===== config.mk =====
export PLATFORM = sky130hd
export DESIGN_NAME = adc_mode_control_regs
export DESIGN_NICKNAME = d
export VERILOG_FILES = /design/src/adc_mode_pkg.sv /design/src/adc_mode_control_regs.sv
export SDC_FILE = /design/constraint.sdc
export NUM_CORES = 1
export LEC_CHECK = 0
export BUFFER_PORTS_ARGS = -buffer_cell sky130_fd_sc_hd__buf_2
export CORE_ASPECT_RATIO = 2
export CORE_MARGIN = 1
export CORE_UTILIZATION = 51
export DETAILED_ROUTE_END_ITERATION = 12
export GPL_ROUTABILITY_DRIVEN = 0
export GPL_TIMING_DRIVEN = 0
export PLACE_DENSITY = 0.79
export SLEW_MARGIN = 20
export SYNTH_ARGS = -nofsm -noshare
export SYNTH_HDL_FRONTEND = slang
export SYNTH_SLANG_ARGS = --single-unit

===== constraint.sdc =====
create_clock -name i_clk -period 2.7 [get_ports i_clk]
set_input_delay 0.27 -clock i_clk [delete_from_list [all_inputs] [get_ports i_clk]]
set_output_delay 0.27 -clock i_clk [all_outputs]
set_load 0.03 [all_outputs]

===== src/adc_mode_pkg.sv =====
// package: register map, field layout, reset values and timing counts for the converter control
package adc_mode_pkg;
    localparam logic [15:0] converter_mode_control_addr = 16'hff80;
    localparam logic [15:0] converter_clock_source_select_addr = 16'hff81;
    localparam logic [15:0] input_channel_select_addr = 16'hff84;
    localparam logic [15:0] conversion_result_addr = 16'hff85;
    localparam logic [7:0] mode_reset = 8'h00;
    localparam logic [7:0] clksel_reset = 8'h00;
    localparam logic [7:0] chan_reset = 8'h00;
    localparam int run_pos = 7;
    localparam int tsel_lo = 3;
    localparam int bandgap_pos = 0;
    localparam int subclk_pos = 7;
    // writable bits; everything else reads zero
    localparam logic [7:0] mode_mask = 8'hb9;
    localparam logic [7:0] clksel_mask = 8'h80;
    localparam logic [7:0] chan_mask = 8'h07;
    // conversion times in main-clock periods
    localparam logic [7:0] periods_000 = 8'h90;
    localparam logic [7:0] periods_001 = 8'h78;
    localparam logic [7:0] periods_010 = 8'h60;
    localparam logic [7:0] periods_100 = 8'h48;
    localparam logic [7:0] periods_101 = 8'h3c;
    localparam logic [7:0] periods_110 = 8'h30;
    // main clock is divided down from i_clk to a main-clock period
    localparam int main_clock_div = 50;

    typedef struct packed {
        logic wr;
        logic rd;
        logic bit_op;
        logic [2:0] bit_idx;
        logic [15:0] addr;
        logic [7:0] wdata;
    } reg_req_s;

    typedef struct packed {
        logic [7:0] result;
        logic done;
        logic first_undefined;
    } conv_event_s;
endpackage : adc_mode_pkg


===== src/adc_mode_control_regs.sv =====
// converter mode, clock-source and channel registers with conversion timing
`timescale 1ns/100ps
module adc_mode_control_regs #(
    parameter int main_div = adc_mode_pkg::main_clock_div
) (
    input wire logic i_clk,
    input wire logic i_rstn,
    input wire adc_mode_pkg::reg_req_s i_req,
    input wire logic i_subclk_x4,
    input wire logic [7:0] i_sar_value,
    output logic [7:0] o_rdata,
    output logic [7:0] o_mode,
    output logic [7:0] o_clksel,
    output logic [2:0] o_channel,
    output logic o_bandgap_on,
    output logic o_sample,
    output logic o_conversion_end_irq,
    output adc_mode_pkg::conv_event_s o_event
);
    // divider register is eight bits wide
    if (main_div < 1 || main_div > 256) begin : g_bad_div
        $error("main_div must lie between 1 and 256");
    end

    logic [7:0] mode_reg;
    logic [7:0] clksel_reg;
    logic [7:0] chan_reg;
    logic [7:0] result_reg;
    logic [7:0] count_reg;
    logic [7:0] div_reg;
    logic active_reg;
    logic first_reg;
    logic sub_meta_reg;
    logic sub_sync_reg;
    logic sub_prev_reg;
    logic tick;
    logic restart;

    function automatic logic [7:0] merge(input logic [7:0] old_v,
                                         input adc_mode_pkg::reg_req_s r,
                                         input logic [7:0] mask);
        logic [7:0] v;
        v = old_v;
        if (r.bit_op) begin
            v[r.bit_idx] = r.wdata[0];
        end else begin
            v = r.wdata;
        end
        return v & mask;
    endfunction : merge

    function automatic logic [7:0] periods(input logic [2:0] code);
        logic [7:0] p;
        p = adc_mode_pkg::periods_000;
        unique case (code)
            3'h0: p = adc_mode_pkg::periods_000;
            3'h1: p = adc_mode_pkg::periods_001;
            3'h2: p = adc_mode_pkg::periods_010;
            3'h4: p = adc_mode_pkg::periods_100;
            3'h5: p = adc_mode_pkg::periods_101;
            3'h6: p = adc_mode_pkg::periods_110;
            default: p = adc_mode_pkg::periods_000;
        endcase
        return p;
    endfunction : periods

    wire mode_wr = i_req.wr && i_req.addr == adc_mode_pkg::converter_mode_control_addr;
    wire clk_wr = i_req.wr && i_req.addr == adc_mode_pkg::converter_clock_source_select_addr;
    wire chan_wr = i_req.wr && i_req.addr == adc_mode_pkg::input_channel_select_addr;
    wire run = mode_reg[adc_mode_pkg::run_pos];
    wire subclk = clksel_reg[adc_mode_pkg::subclk_pos];
    wire [7:0] mode_new = merge(mode_reg, i_req, adc_mode_pkg::mode_mask);
    // subclock selected: fixed count of x4 edges, time field ignored; otherwise the time field picks the count
    wire [7:0] load_count = subclk ? adc_mode_pkg::periods_100
        : periods(mode_reg[adc_mode_pkg::tsel_lo +: 3]);

    // bit or byte write; bits forced zero
    always_ff @(posedge i_clk) begin
        if (!i_rstn) begin
            mode_reg <= adc_mode_pkg::mode_reset;
        end else if (mode_wr) begin
            mode_reg <= mode_new;
        end
    end

    always_ff @(posedge i_clk) begin
        if (!i_rstn) begin
            clksel_reg <= adc_mode_pkg::clksel_reset;
        end else if (clk_wr) begin
            clksel_reg <= merge(clksel_reg, i_req, adc_mode_pkg::clksel_mask);
        end
    end

    // channel register; low three bits only
    always_ff @(posedge i_clk) begin
        if (!i_rstn) begin
            chan_reg <= adc_mode_pkg::chan_reset;
        end else if (chan_wr) begin
            chan_reg <= merge(chan_reg, i_req, adc_mode_pkg::chan_mask);
        end
    end

    // x4 subsystem clock arrives from another domain
    always_ff @(posedge i_clk) begin
        if (!i_rstn) begin
            sub_meta_reg <= 1'b0;
            sub_sync_reg <= 1'b0;
            sub_prev_reg <= 1'b0;
        end else begin
            sub_meta_reg <= i_subclk_x4;
            sub_sync_reg <= sub_meta_reg;
            sub_prev_reg <= sub_sync_reg;
        end
    end

    always_ff @(posedge i_clk) begin
        if (!i_rstn || div_reg == 8'(main_div - 1)) begin
            div_reg <= 8'h00;
        end else begin
            div_reg <= div_reg + 8'h01;
        end
    end

    // subclock bit switches the time base, time field ignored
    assign tick = subclk ? (sub_sync_reg && !sub_prev_reg) : (div_reg == 8'(main_div - 1));
    // mode or channel write cancels the running conversion
    assign restart = mode_wr || chan_wr;

    // counter loaded with selected period count
    always_ff @(posedge i_clk) begin
        if (!i_rstn) begin
            count_reg <= 8'h00;
            active_reg <= 1'b0;
        end else if (restart || !run) begin
            count_reg <= load_count;
            active_reg <= 1'b0;
        end else if (!active_reg) begin
            count_reg <= load_count;
            active_reg <= 1'b1;
        end else if (tick) begin
            if (count_reg == 8'h01) begin
                active_reg <= 1'b0;
            end
            count_reg <= count_reg - 8'h01;
        end
    end

    wire finish = active_reg && tick && run && !restart && count_reg == 8'h01;

    // first result after start without band-gap flagged undefined
    always_ff @(posedge i_clk) begin
        if (!i_rstn) begin
            first_reg <= 1'b0;
        end else if (mode_wr && !run && mode_new[adc_mode_pkg::run_pos]) begin
            // band-gap must already be running before the start
            first_reg <= !(mode_reg[adc_mode_pkg::bandgap_pos]
                && mode_new[adc_mode_pkg::bandgap_pos]);
        end else if (finish) begin
            first_reg <= 1'b0;
        end
    end

    // store result and pulse irq each end; mode or channel write wins over completion
    always_ff @(posedge i_clk) begin
        if (!i_rstn) begin
            result_reg <= 8'h00;
            o_conversion_end_irq <= 1'b0;
            o_event <= '0;
        end else begin
            o_conversion_end_irq <= finish;
            o_event.done <= finish;
            o_event.first_undefined <= finish && first_reg;
            if (finish) begin
                result_reg <= i_sar_value;
                o_event.result <= i_sar_value;
            end
        end
    end

    always_ff @(posedge i_clk) begin
        if (!i_rstn) begin
            o_rdata <= 8'h00;
        end else if (i_req.rd) begin
            unique case (i_req.addr)
                adc_mode_pkg::converter_mode_control_addr: o_rdata <= mode_reg;
                adc_mode_pkg::converter_clock_source_select_addr: o_rdata <= clksel_reg;
                adc_mode_pkg::input_channel_select_addr: o_rdata <= chan_reg;
                adc_mode_pkg::conversion_result_addr: o_rdata <= result_reg;
                default: o_rdata <= 8'h00;
            endcase
        end
    end

    // run bit; band-gap bit; time field
    always_ff @(posedge i_clk) begin
        if (!i_rstn) begin
            o_mode <= 8'h00;
            o_clksel <= 8'h00;
            o_channel <= 3'h0;
            o_bandgap_on <= 1'b0;
            o_sample <= 1'b0;
        end else begin
            o_mode <= mode_reg;
            o_clksel <= clksel_reg;
            o_channel <= chan_reg[2:0];
            o_bandgap_on <= mode_reg[adc_mode_pkg::bandgap_pos];
            o_sample <= active_reg && run;
        end
    end
endmodule : adc_mode_control_regs


After elaboration in Yosys (flattened, before gate mapping):

Cells that the tools add are included.

* memories kept: 0
* bits in latches: 0
* output and inout port bits: 40
* input port bits: 41
* ROM bits: 0
* word-level logic and storage cells: 80
* register bits after elaboration: 59
* bits in writable memories: 0

* add/sub/neg operators: 2
* bitwise gates (word level): 1
* multiply operators: 0
* reduce and logical (&&, ||, !) cells: 24
* shift operators: 0
* equality and inequality tests: 12
* div/mod/pow operators: 0
* order comparisons: 2
* mux-type cells: 20

Operators by type and width (number)
* $eq 16x16->1 const B: 4
* $mux 8: 6
* $pmux 8 s5: 1
* $pmux 8 s4: 1
* $bwmux 8: 3
* $logic_and 1x1->1: 14
* $eq 3x3->1 const B: 3
* $add 8x1->8 const B: 1
* $eq 8x1->1 const B: 1
* $eq 8x6->1 const B: 1
* $sub 8x1->8 const B: 1
* $mux 1: 7
* $logic_not 1->1: 5
* $lt 3x4->1 const B: 1
* $demux 1 s3: 1
* $eq 3x1->1 const B: 1
* $eq 3x2->1 const B: 1
* $ge 3x1->1 const B: 1
* $logic_or 1x1->1: 3
* $mux 3: 1
* $ne 3x1->1 const B: 1
* $reduce_bool 2->1: 1
* $reduce_or 2->1: 1
* $not 1->1: 1

Depth between registers and ports, before layout:

Gate-level depths: netlist of run 1.

* depth in word-level cells: 9
* depth in mapped cells: 7

Worst setup path after synthesis of run 1:

Ideal clock, no wire load.

* path type: register to register
* start: register clksel_reg[7]
* end: register result_reg[0]
* library setup time: 0.128 ns
* stages on the path, launching flop included: 7
* required time: 2.572 ns
* path buffers: 1
* period minus slack after synthesis: 2.225 ns
* slack: 0.475 ns
* arrival time: 2.098 ns
* path through: dfxtp_1 > buf_6 > or4_4 > o21a_4 > a2111oi_4 > mux2i_1 > nor2_1

* cells in the longest elaborated chain, start to end: 5

RTL lines
* from (decl): RTL line adc_mode_control_regs.sv:26 `logic [7:0] clksel_reg;`
* from (signal assigned): RTL line adc_mode_control_regs.sv:88 `clksel_reg <= adc_mode_pkg::clksel_reset;`
* from (signal assigned): RTL line adc_mode_control_regs.sv:90 `clksel_reg <= merge(clksel_reg, i_req, adc_mode_pkg::clksel_mask);`
* $mux 1: RTL line adc_mode_control_regs.sv:125 `assign tick = subclk ? (sub_sync_reg && !sub_prev_reg) : (div_reg == 8'(main_div - 1));`
* $logic_and 1x1->1 (4 in series): RTL line adc_mode_control_regs.sv:148 `wire finish = active_reg && tick && run && !restart && count_reg == 8'h01;`
* to (signal assigned): RTL line adc_mode_control_regs.sv:174 `result_reg <= i_sar_value;`
* to (decl): RTL line adc_mode_control_regs.sv:28 `logic [7:0] result_reg;`

Every way passes these cells.
A chain may end at the register's enable or synchronous reset.

Worst setup path in the final report of run 1:

* start: register clksel_reg[7]
* end: register result_reg[1]

The elaborated chain is that of the path after synthesis.

==> results of run 1 <==
==> layout by cell type, fill, tap and decap left out, drive strengths merged, types with 2 or more instances in the layout <==
master,count
nor2b,5
xnor2,3
nand4b,4
conb,10
mux2i,10
nand3,15
o21ai,21
clkbuf,26
buf,78
xor2,10
nand4,11
nand2b,11
nor4,2
a211oi,5
dfxtp,58
nor3,3
bufinv,4
or3,2
a22o,4
and3,5
mux2,3
inv,11
a21oi,28
and2,12
nor2,30
or4,3
ha,4
nand2,16
==> how the worst max path moves through the flow <==
stage	startpoint	to	slack, ps	depth (start not counted)
after floorplan	clksel_reg[7]$_SDFFE_PN0P_	result_reg[0]$_SDFFE_PN0P_	470	6
after global placement	clksel_reg[7]$_SDFFE_PN0P_	result_reg[6]$_SDFFE_PN0P_	250	6
after detailed placement	clksel_reg[7]$_SDFFE_PN0P_	result_reg[1]$_SDFFE_PN0P_	200	6
after CTS	clksel_reg[7]$_SDFFE_PN0P_	result_reg[0]$_SDFFE_PN0P_	190	6
after global routing	clksel_reg[7]$_SDFFE_PN0P_	result_reg[4]$_SDFFE_PN0P_	80	6
final	clksel_reg[7]$_SDFFE_PN0P_	result_reg[1]$_SDFFE_PN0P_	220	6
==> cell type report <==
type	count	area [um^2]	share of cell area [%]
sequential	58	1160	33.7
buffer	28	158	4.58
clock inverter	5	125	3.64
multi-input combinational	228	1420	41.2
inverter	11	41.3	1.20
tap	58	72.6	2.11
clock buffer	11	141	4.11
timing repair buffer	65	325	9.45
==> critical path, cell delays in order, from the launching register on <==
cell and delay (ps):
dfxtp_1 310, buf_6 130, or4_4 540, o21a_4 240
a2111oi_4 790, mux2i_1 280, nor2_1 50
==> stage by stage <==
stage | cells | power (uW) | instance area, um^2 | utilization (%) | hold slack (ps)
6_report | 464 | 2070 | 3440 | 67.0 | 142
2_1_floorplan | 325 | 972 | 2770 | - | 381
5_1_grt | 464 | 2130 | 3440 | 67.0 | 155
3_5_place_dp | 448 | 1020 | 3170 | 61.6 | 425
3_3_place_gp | 448 | 1010 | 3170 | 61.6 | 419
4_1_cts | 464 | 2080 | 3430 | 66.8 | 137
==> per-layer routing <==
metal	wire (um)	GRT usage (%)	vias to the layer above
met5	0	0	-
met4	214	18.0	0
met3	266	6.06	21
met2	3800	45.2	74
met1	2400	26.3	1188
li1	-	-	1260
==> where the power goes <==
part           switching (uW)  total (uW)  internal (uW)
clock network             339        1070            730
registers                7.25         870            863
logic                    79.3         131           51.9
total                     426        2070           1650
==> logic make-up after synthesis <==
group           Yosys count  share of synthesized area (%)
mux                      13                           4.89
compound gates           67                           15.2
other cells               1                          0.137
xor+xnor                 13                           4.16
buf+inv                  39                           7.27
fa+ha+maj                 4                           1.83
simple gates            121                           24.0
flops                    58                           42.5
==> impl_metrics.env, run 1 <==
export IMPL_start_kind="register"
export IMPL_clk_pin_slew_ps=60
export IMPL_grt_usage_pct=26.5
export IMPL_finalSetupViolCount=0
export IMPL_finalWorstSetupSlack_ps=220
export IMPL_grt_pass1_vias=2412
export IMPL_synth_area_leader_cell="dfxtp_1"
export IMPL_final_setup_tns_ps=0
export IMPL_nFillCells=450
export IMPL_synth_flop_cell="dfxtp_1"
export IMPL_max_slew_margin_pct=43.2
export IMPL_crit_path_end_kind="register"
export IMPL_routedWlPerCell_um=14.4
export IMPL_power_density_nw_per_um2=602
export IMPL_cts_tree="yes"
export IMPL_yosys_warnings=0
export IMPL_root_buffer="clkbuf_8"
export IMPL_syn_mean_instance_area_um2=8.66
export IMPL_drive_above_1_share_pct=25.9
export IMPL_clock_sinks=58
export IMPL_r2r_start="clksel_reg[7]$_SDFFE_PN0P_"
export IMPL_finalHoldViolCount=0
export IMPL_die_h_um=106
export IMPL_r2r_end="result_reg[1]$_SDFFE_PN0P_"
export IMPL_drv_slew=0
export IMPL_antenna_cells=0
export IMPL_die_area_um2=5680
export IMPL_min_to="sub_meta_reg$_SDFF_PN0_"
export IMPL_syn2layout_area_growth_pct=25.8
export IMPL_cts_hold_buf=0
export IMPL_synth_commonest_cells="58 x dfxtp_1, 30 x nor2_1, 28 x a21oi_1"
export IMPL_synth_edf_count=0
export IMPL_port_buffers=65
export IMPL_grt_overflow_total=0
export IMPL_ys_ff_latch=58
export IMPL_cts_resized=0
export IMPL_synth_async_reset_ratio_pct=0
export IMPL_worst_slew_pin_slew_ps=852
export IMPL_yosys_top_cells_area="dfxtp_1 42%, a21oi_1 5.1%, nor2_1 4.1%"
export IMPL_worstPathMaxFanout=10
export IMPL_synthDistinctLibCells=44
export IMPL_dp_slack_ps=197
export IMPL_antenna_found_initial=0
export IMPL_netlist_area_um2=2740
export IMPL_drt_pass1_iterations=4
export IMPL_crit_type="register to register"
export IMPL_drc_errors=0
export IMPL_die_w_um=53.8
export IMPL_wirelength_um=6680
export IMPL_timing_max_cap_violations=0
export IMPL_reg2regPathDepth=6
export IMPL_hp_class="input port to register"
export IMPL_r2r_slack_ps=220
export IMPL_yosysMostFrequentCell="dfxtp_1"
export IMPL_nets=446
export IMPL_hold_depth=2
export IMPL_viasPerCell=5.48
export IMPL_hpwl_um=5000
export IMPL_synthCells=316
export IMPL_fin_crit_sh_pct=91.9
export IMPL_synth_seq_area_share_pct=42.5
export IMPL_min_period_ps=2480
export IMPL_initial_core_util_pct=53.2
export IMPL_rows=37
export IMPL_fmax_mhz=403
export IMPL_arrival_ps=2690
export IMPL_leakagePower_uw=0.00149
export IMPL_drt_iter0_markers=94
export IMPL_grt_max_degree=11
export IMPL_vias=2543
export IMPL_ant_nets=0
export IMPL_core_region_area_um2=5140
export IMPL_critical_path_required_ps=2910
export IMPL_rsz0062_at_grt="no"
export IMPL_netlist_area_leader_share_pct=42.5
export IMPL_ios=81
export IMPL_status="finished, final reports clean"
export IMPL_post_cts_buffers=0
export IMPL_ir_drop_v=0.000597
export IMPL_clk_latency_ps=340
export IMPL_fin_skew_ps=5.67
export IMPL_cts_made_buffers=9
export IMPL_htreeDepth=3
export IMPL_clk_path_buf_depth=2
export IMPL_grt_pass1_wl_um=10900
export IMPL_hold_path_startpoint="i_subclk_x4"
(Power assumes the default switching activity.)
==> run 2, diff against run 1 <==
--- a/config.mk
+++ b/config.mk
@@ -8,11 +8,13 @@
 export BUFFER_PORTS_ARGS = -buffer_cell sky130_fd_sc_hd__buf_2
 export CORE_ASPECT_RATIO = 2
 export CORE_MARGIN = 1
-export CORE_UTILIZATION = 51
+export CORE_UTILIZATION = 53
+export CTS_BUF_LIST = sky130_fd_sc_hd__clkbuf_4
+export CTS_CLUSTER_DIAMETER = 60
 export DETAILED_ROUTE_END_ITERATION = 12
 export GPL_ROUTABILITY_DRIVEN = 0
 export GPL_TIMING_DRIVEN = 0
-export PLACE_DENSITY = 0.79
+export PLACE_DENSITY = 0.82
 export SLEW_MARGIN = 20
 export SYNTH_ARGS = -nofsm -noshare
 export SYNTH_HDL_FRONTEND = slang
==> run 2 against run 1 <==
  * Critical path depth stayed put
  * Via count is 0.98% lower
  * First-iteration DRC count is 37% lower
  * Non-clock buffer count stayed put
  * Global-route usage is 0.31 points lower
  * Die area is 3.7% lower
  * Fmax is 0.68% lower
  * Clock skew is 8.1 ps higher
  * Critical endpoint unchanged
==> impl_metrics.env, run 2 (same netlist as run 1, synthesis figures left out) <==
export IMPL_status="finished, final reports clean"
export IMPL_power_uw=1700
export IMPL_drive_above_1_share_pct=25.9
export IMPL_hpwl_um=4950
export IMPL_crit_path_end_kind="register"
export IMPL_grt_usage_pct=26.2
export IMPL_drv_slew=0
export IMPL_root_buffer="clkbuf_4"
export IMPL_critical_path_required_ps=2980
export IMPL_leakagePower_uw=0.00144
export IMPL_cts_made_buffers=9
export IMPL_swShare_pct=24.1
export IMPL_ir_drop_v=0.000490
export IMPL_nets=446
export IMPL_dp_slack_ps=243
export IMPL_min_period_ps=2500
export IMPL_rsz0062_at_grt="no"
export IMPL_final_common_cell="buf_2"
export IMPL_worst_slew_pin_slew_ps=877
export IMPL_hp_class="input port to register"
export IMPL_drc_errors=0
export IMPL_worstPathMaxFanout=10
export IMPL_ios=81
export IMPL_syn2layout_area_growth_pct=21.7
export IMPL_final_cell_area_um2=3330
export IMPL_cts_resized=0
export IMPL_start_kind="register"
export IMPL_htreeDepth=3
export IMPL_finalSetupViolCount=0
export IMPL_finalHoldViolCount=0
export IMPL_ant_nets=0
export IMPL_vias=2518
export IMPL_cts_hold_buf=0
export IMPL_final_setup_tns_ps=0
export IMPL_rows=36
export IMPL_core_region_area_um2=4910
export IMPL_die_h_um=104
export IMPL_p_sw_uw=410
export IMPL_routedWlPerCell_um=13.9
export IMPL_fmax_mhz=400
export IMPL_die_area_um2=5470
export IMPL_clock_sinks=58
export IMPL_die_w_um=52.8
export IMPL_post_cts_buffers=0
export IMPL_drt_iter0_markers=59
export IMPL_antenna_cells=0
export IMPL_initial_core_util_pct=55.7
export IMPL_max_slew_margin_pct=41.5
export IMPL_viasPerCell=5.44
export IMPL_fin_crit_sh_pct=92.5
export IMPL_grt_pass1_vias=2465
export IMPL_grt_overflow_total=0
export IMPL_internal_power_uw=1290
export IMPL_p_clk_share_pct=41.4
export IMPL_port_buffers=65
export IMPL_crit_type="register to register"
export IMPL_final_cell_mix="65 x buf_2, 58 x dfxtp_1, 30 x nor2_1, 28 x a21oi_1, 20 x o21ai_0"
export IMPL_combPwrFrac_pct=7.6
export IMPL_antenna_found_initial=0
export IMPL_grt_max_degree=11
export IMPL_clk_pin_slew_ps=100
export IMPL_arrival_ps=2780
export IMPL_finalWorstSetupSlack_ps=203
export IMPL_grt_pass1_wl_um=10700
export IMPL_placed_cell_area_um2=3170
export IMPL_wirelength_um=6450
export IMPL_clk_path_buf_depth=2
export IMPL_power_density_nw_per_um2=512
export IMPL_timing_max_cap_violations=0
export IMPL_clk_latency_ps=410
export IMPL_p_seq_share_pct=51.0
export IMPL_fin_skew_ps=13.8
export IMPL_cts_tree="yes"
export IMPL_drt_pass1_iterations=4
==> run 2: cell types whose count changed in the layout (fill, tap and decap cells not counted), sizes merged <==
cell,before,now
bufinv,4,2
clkbuf,26,25
clkinv,1,3
clkinvlp,0,1
==> run 2: critical path, stage by stage (launching register included) <==
cell and delay [ps]:
dfxtp_1 320, buf_6 130, or4_4 540, o21a_4 240, a2111oi_4 810, mux2i_1 280
nor2_1 50
==> run 2: metal layers <==
layer  GRT usage [%]  routed length [um]  vias up
li1                -                   -     1256
met1            24.7                2320     1159
met2            47.6                3580       77
met3            6.17                 249       26
met4            14.7                 298        0
met5               0                   0        -
==> run 2: layout make-up <==
class | instances | area, um^2
flip-flops and latches | 58 | 1160
well taps | 57 | 71.3
fillers | 418 | 1580
inverters | 11 | 41.3
plain buffers | 28 | 158
clock inverters | 6 | 81.3
multi-input cells | 228 | 1420
repair buffers | 65 | 325
clock buffers | 10 | 75.1
==> run 2: path summary, 6_finish.rpt <==
check,start,to,slack [ps],cells past startpoint
worst min-delay path,i_subclk_x4,sub_meta_reg$_SDFF_PN0_,70,2
worst max register to register,clksel_reg[7]$_SDFFE_PN0P_,result_reg[1]$_SDFFE_PN0P_,200,6
worst min register to register,sub_meta_reg$_SDFF_PN0_,sub_sync_reg$_SDFF_PN0_,450,1
worst max-delay path,clksel_reg[7]$_SDFFE_PN0P_,result_reg[1]$_SDFFE_PN0P_,200,6
==> run 2: through the flow <==
step / utilization [%] / hold slack, ps / instances
global route: 67.8 / 66.6 / 463
finish: 67.8 / 66.6 / 463
global placement: 64.5 / 424 / 447
detailed placement: 64.6 / 430 / 447
CTS: 67.8 / 51.4 / 463
floorplan: - / 381 / 325
==> run 2: power groups by stage <==
stage               Combinational, uW  Clock, uW  Sequential (uW)
floorplan                        84.2          0              887
global placement                  125          0              889
detailed placement                128          0              889
CTS                               129        714              869
global route                      143        749              871
finish                            129        705              870
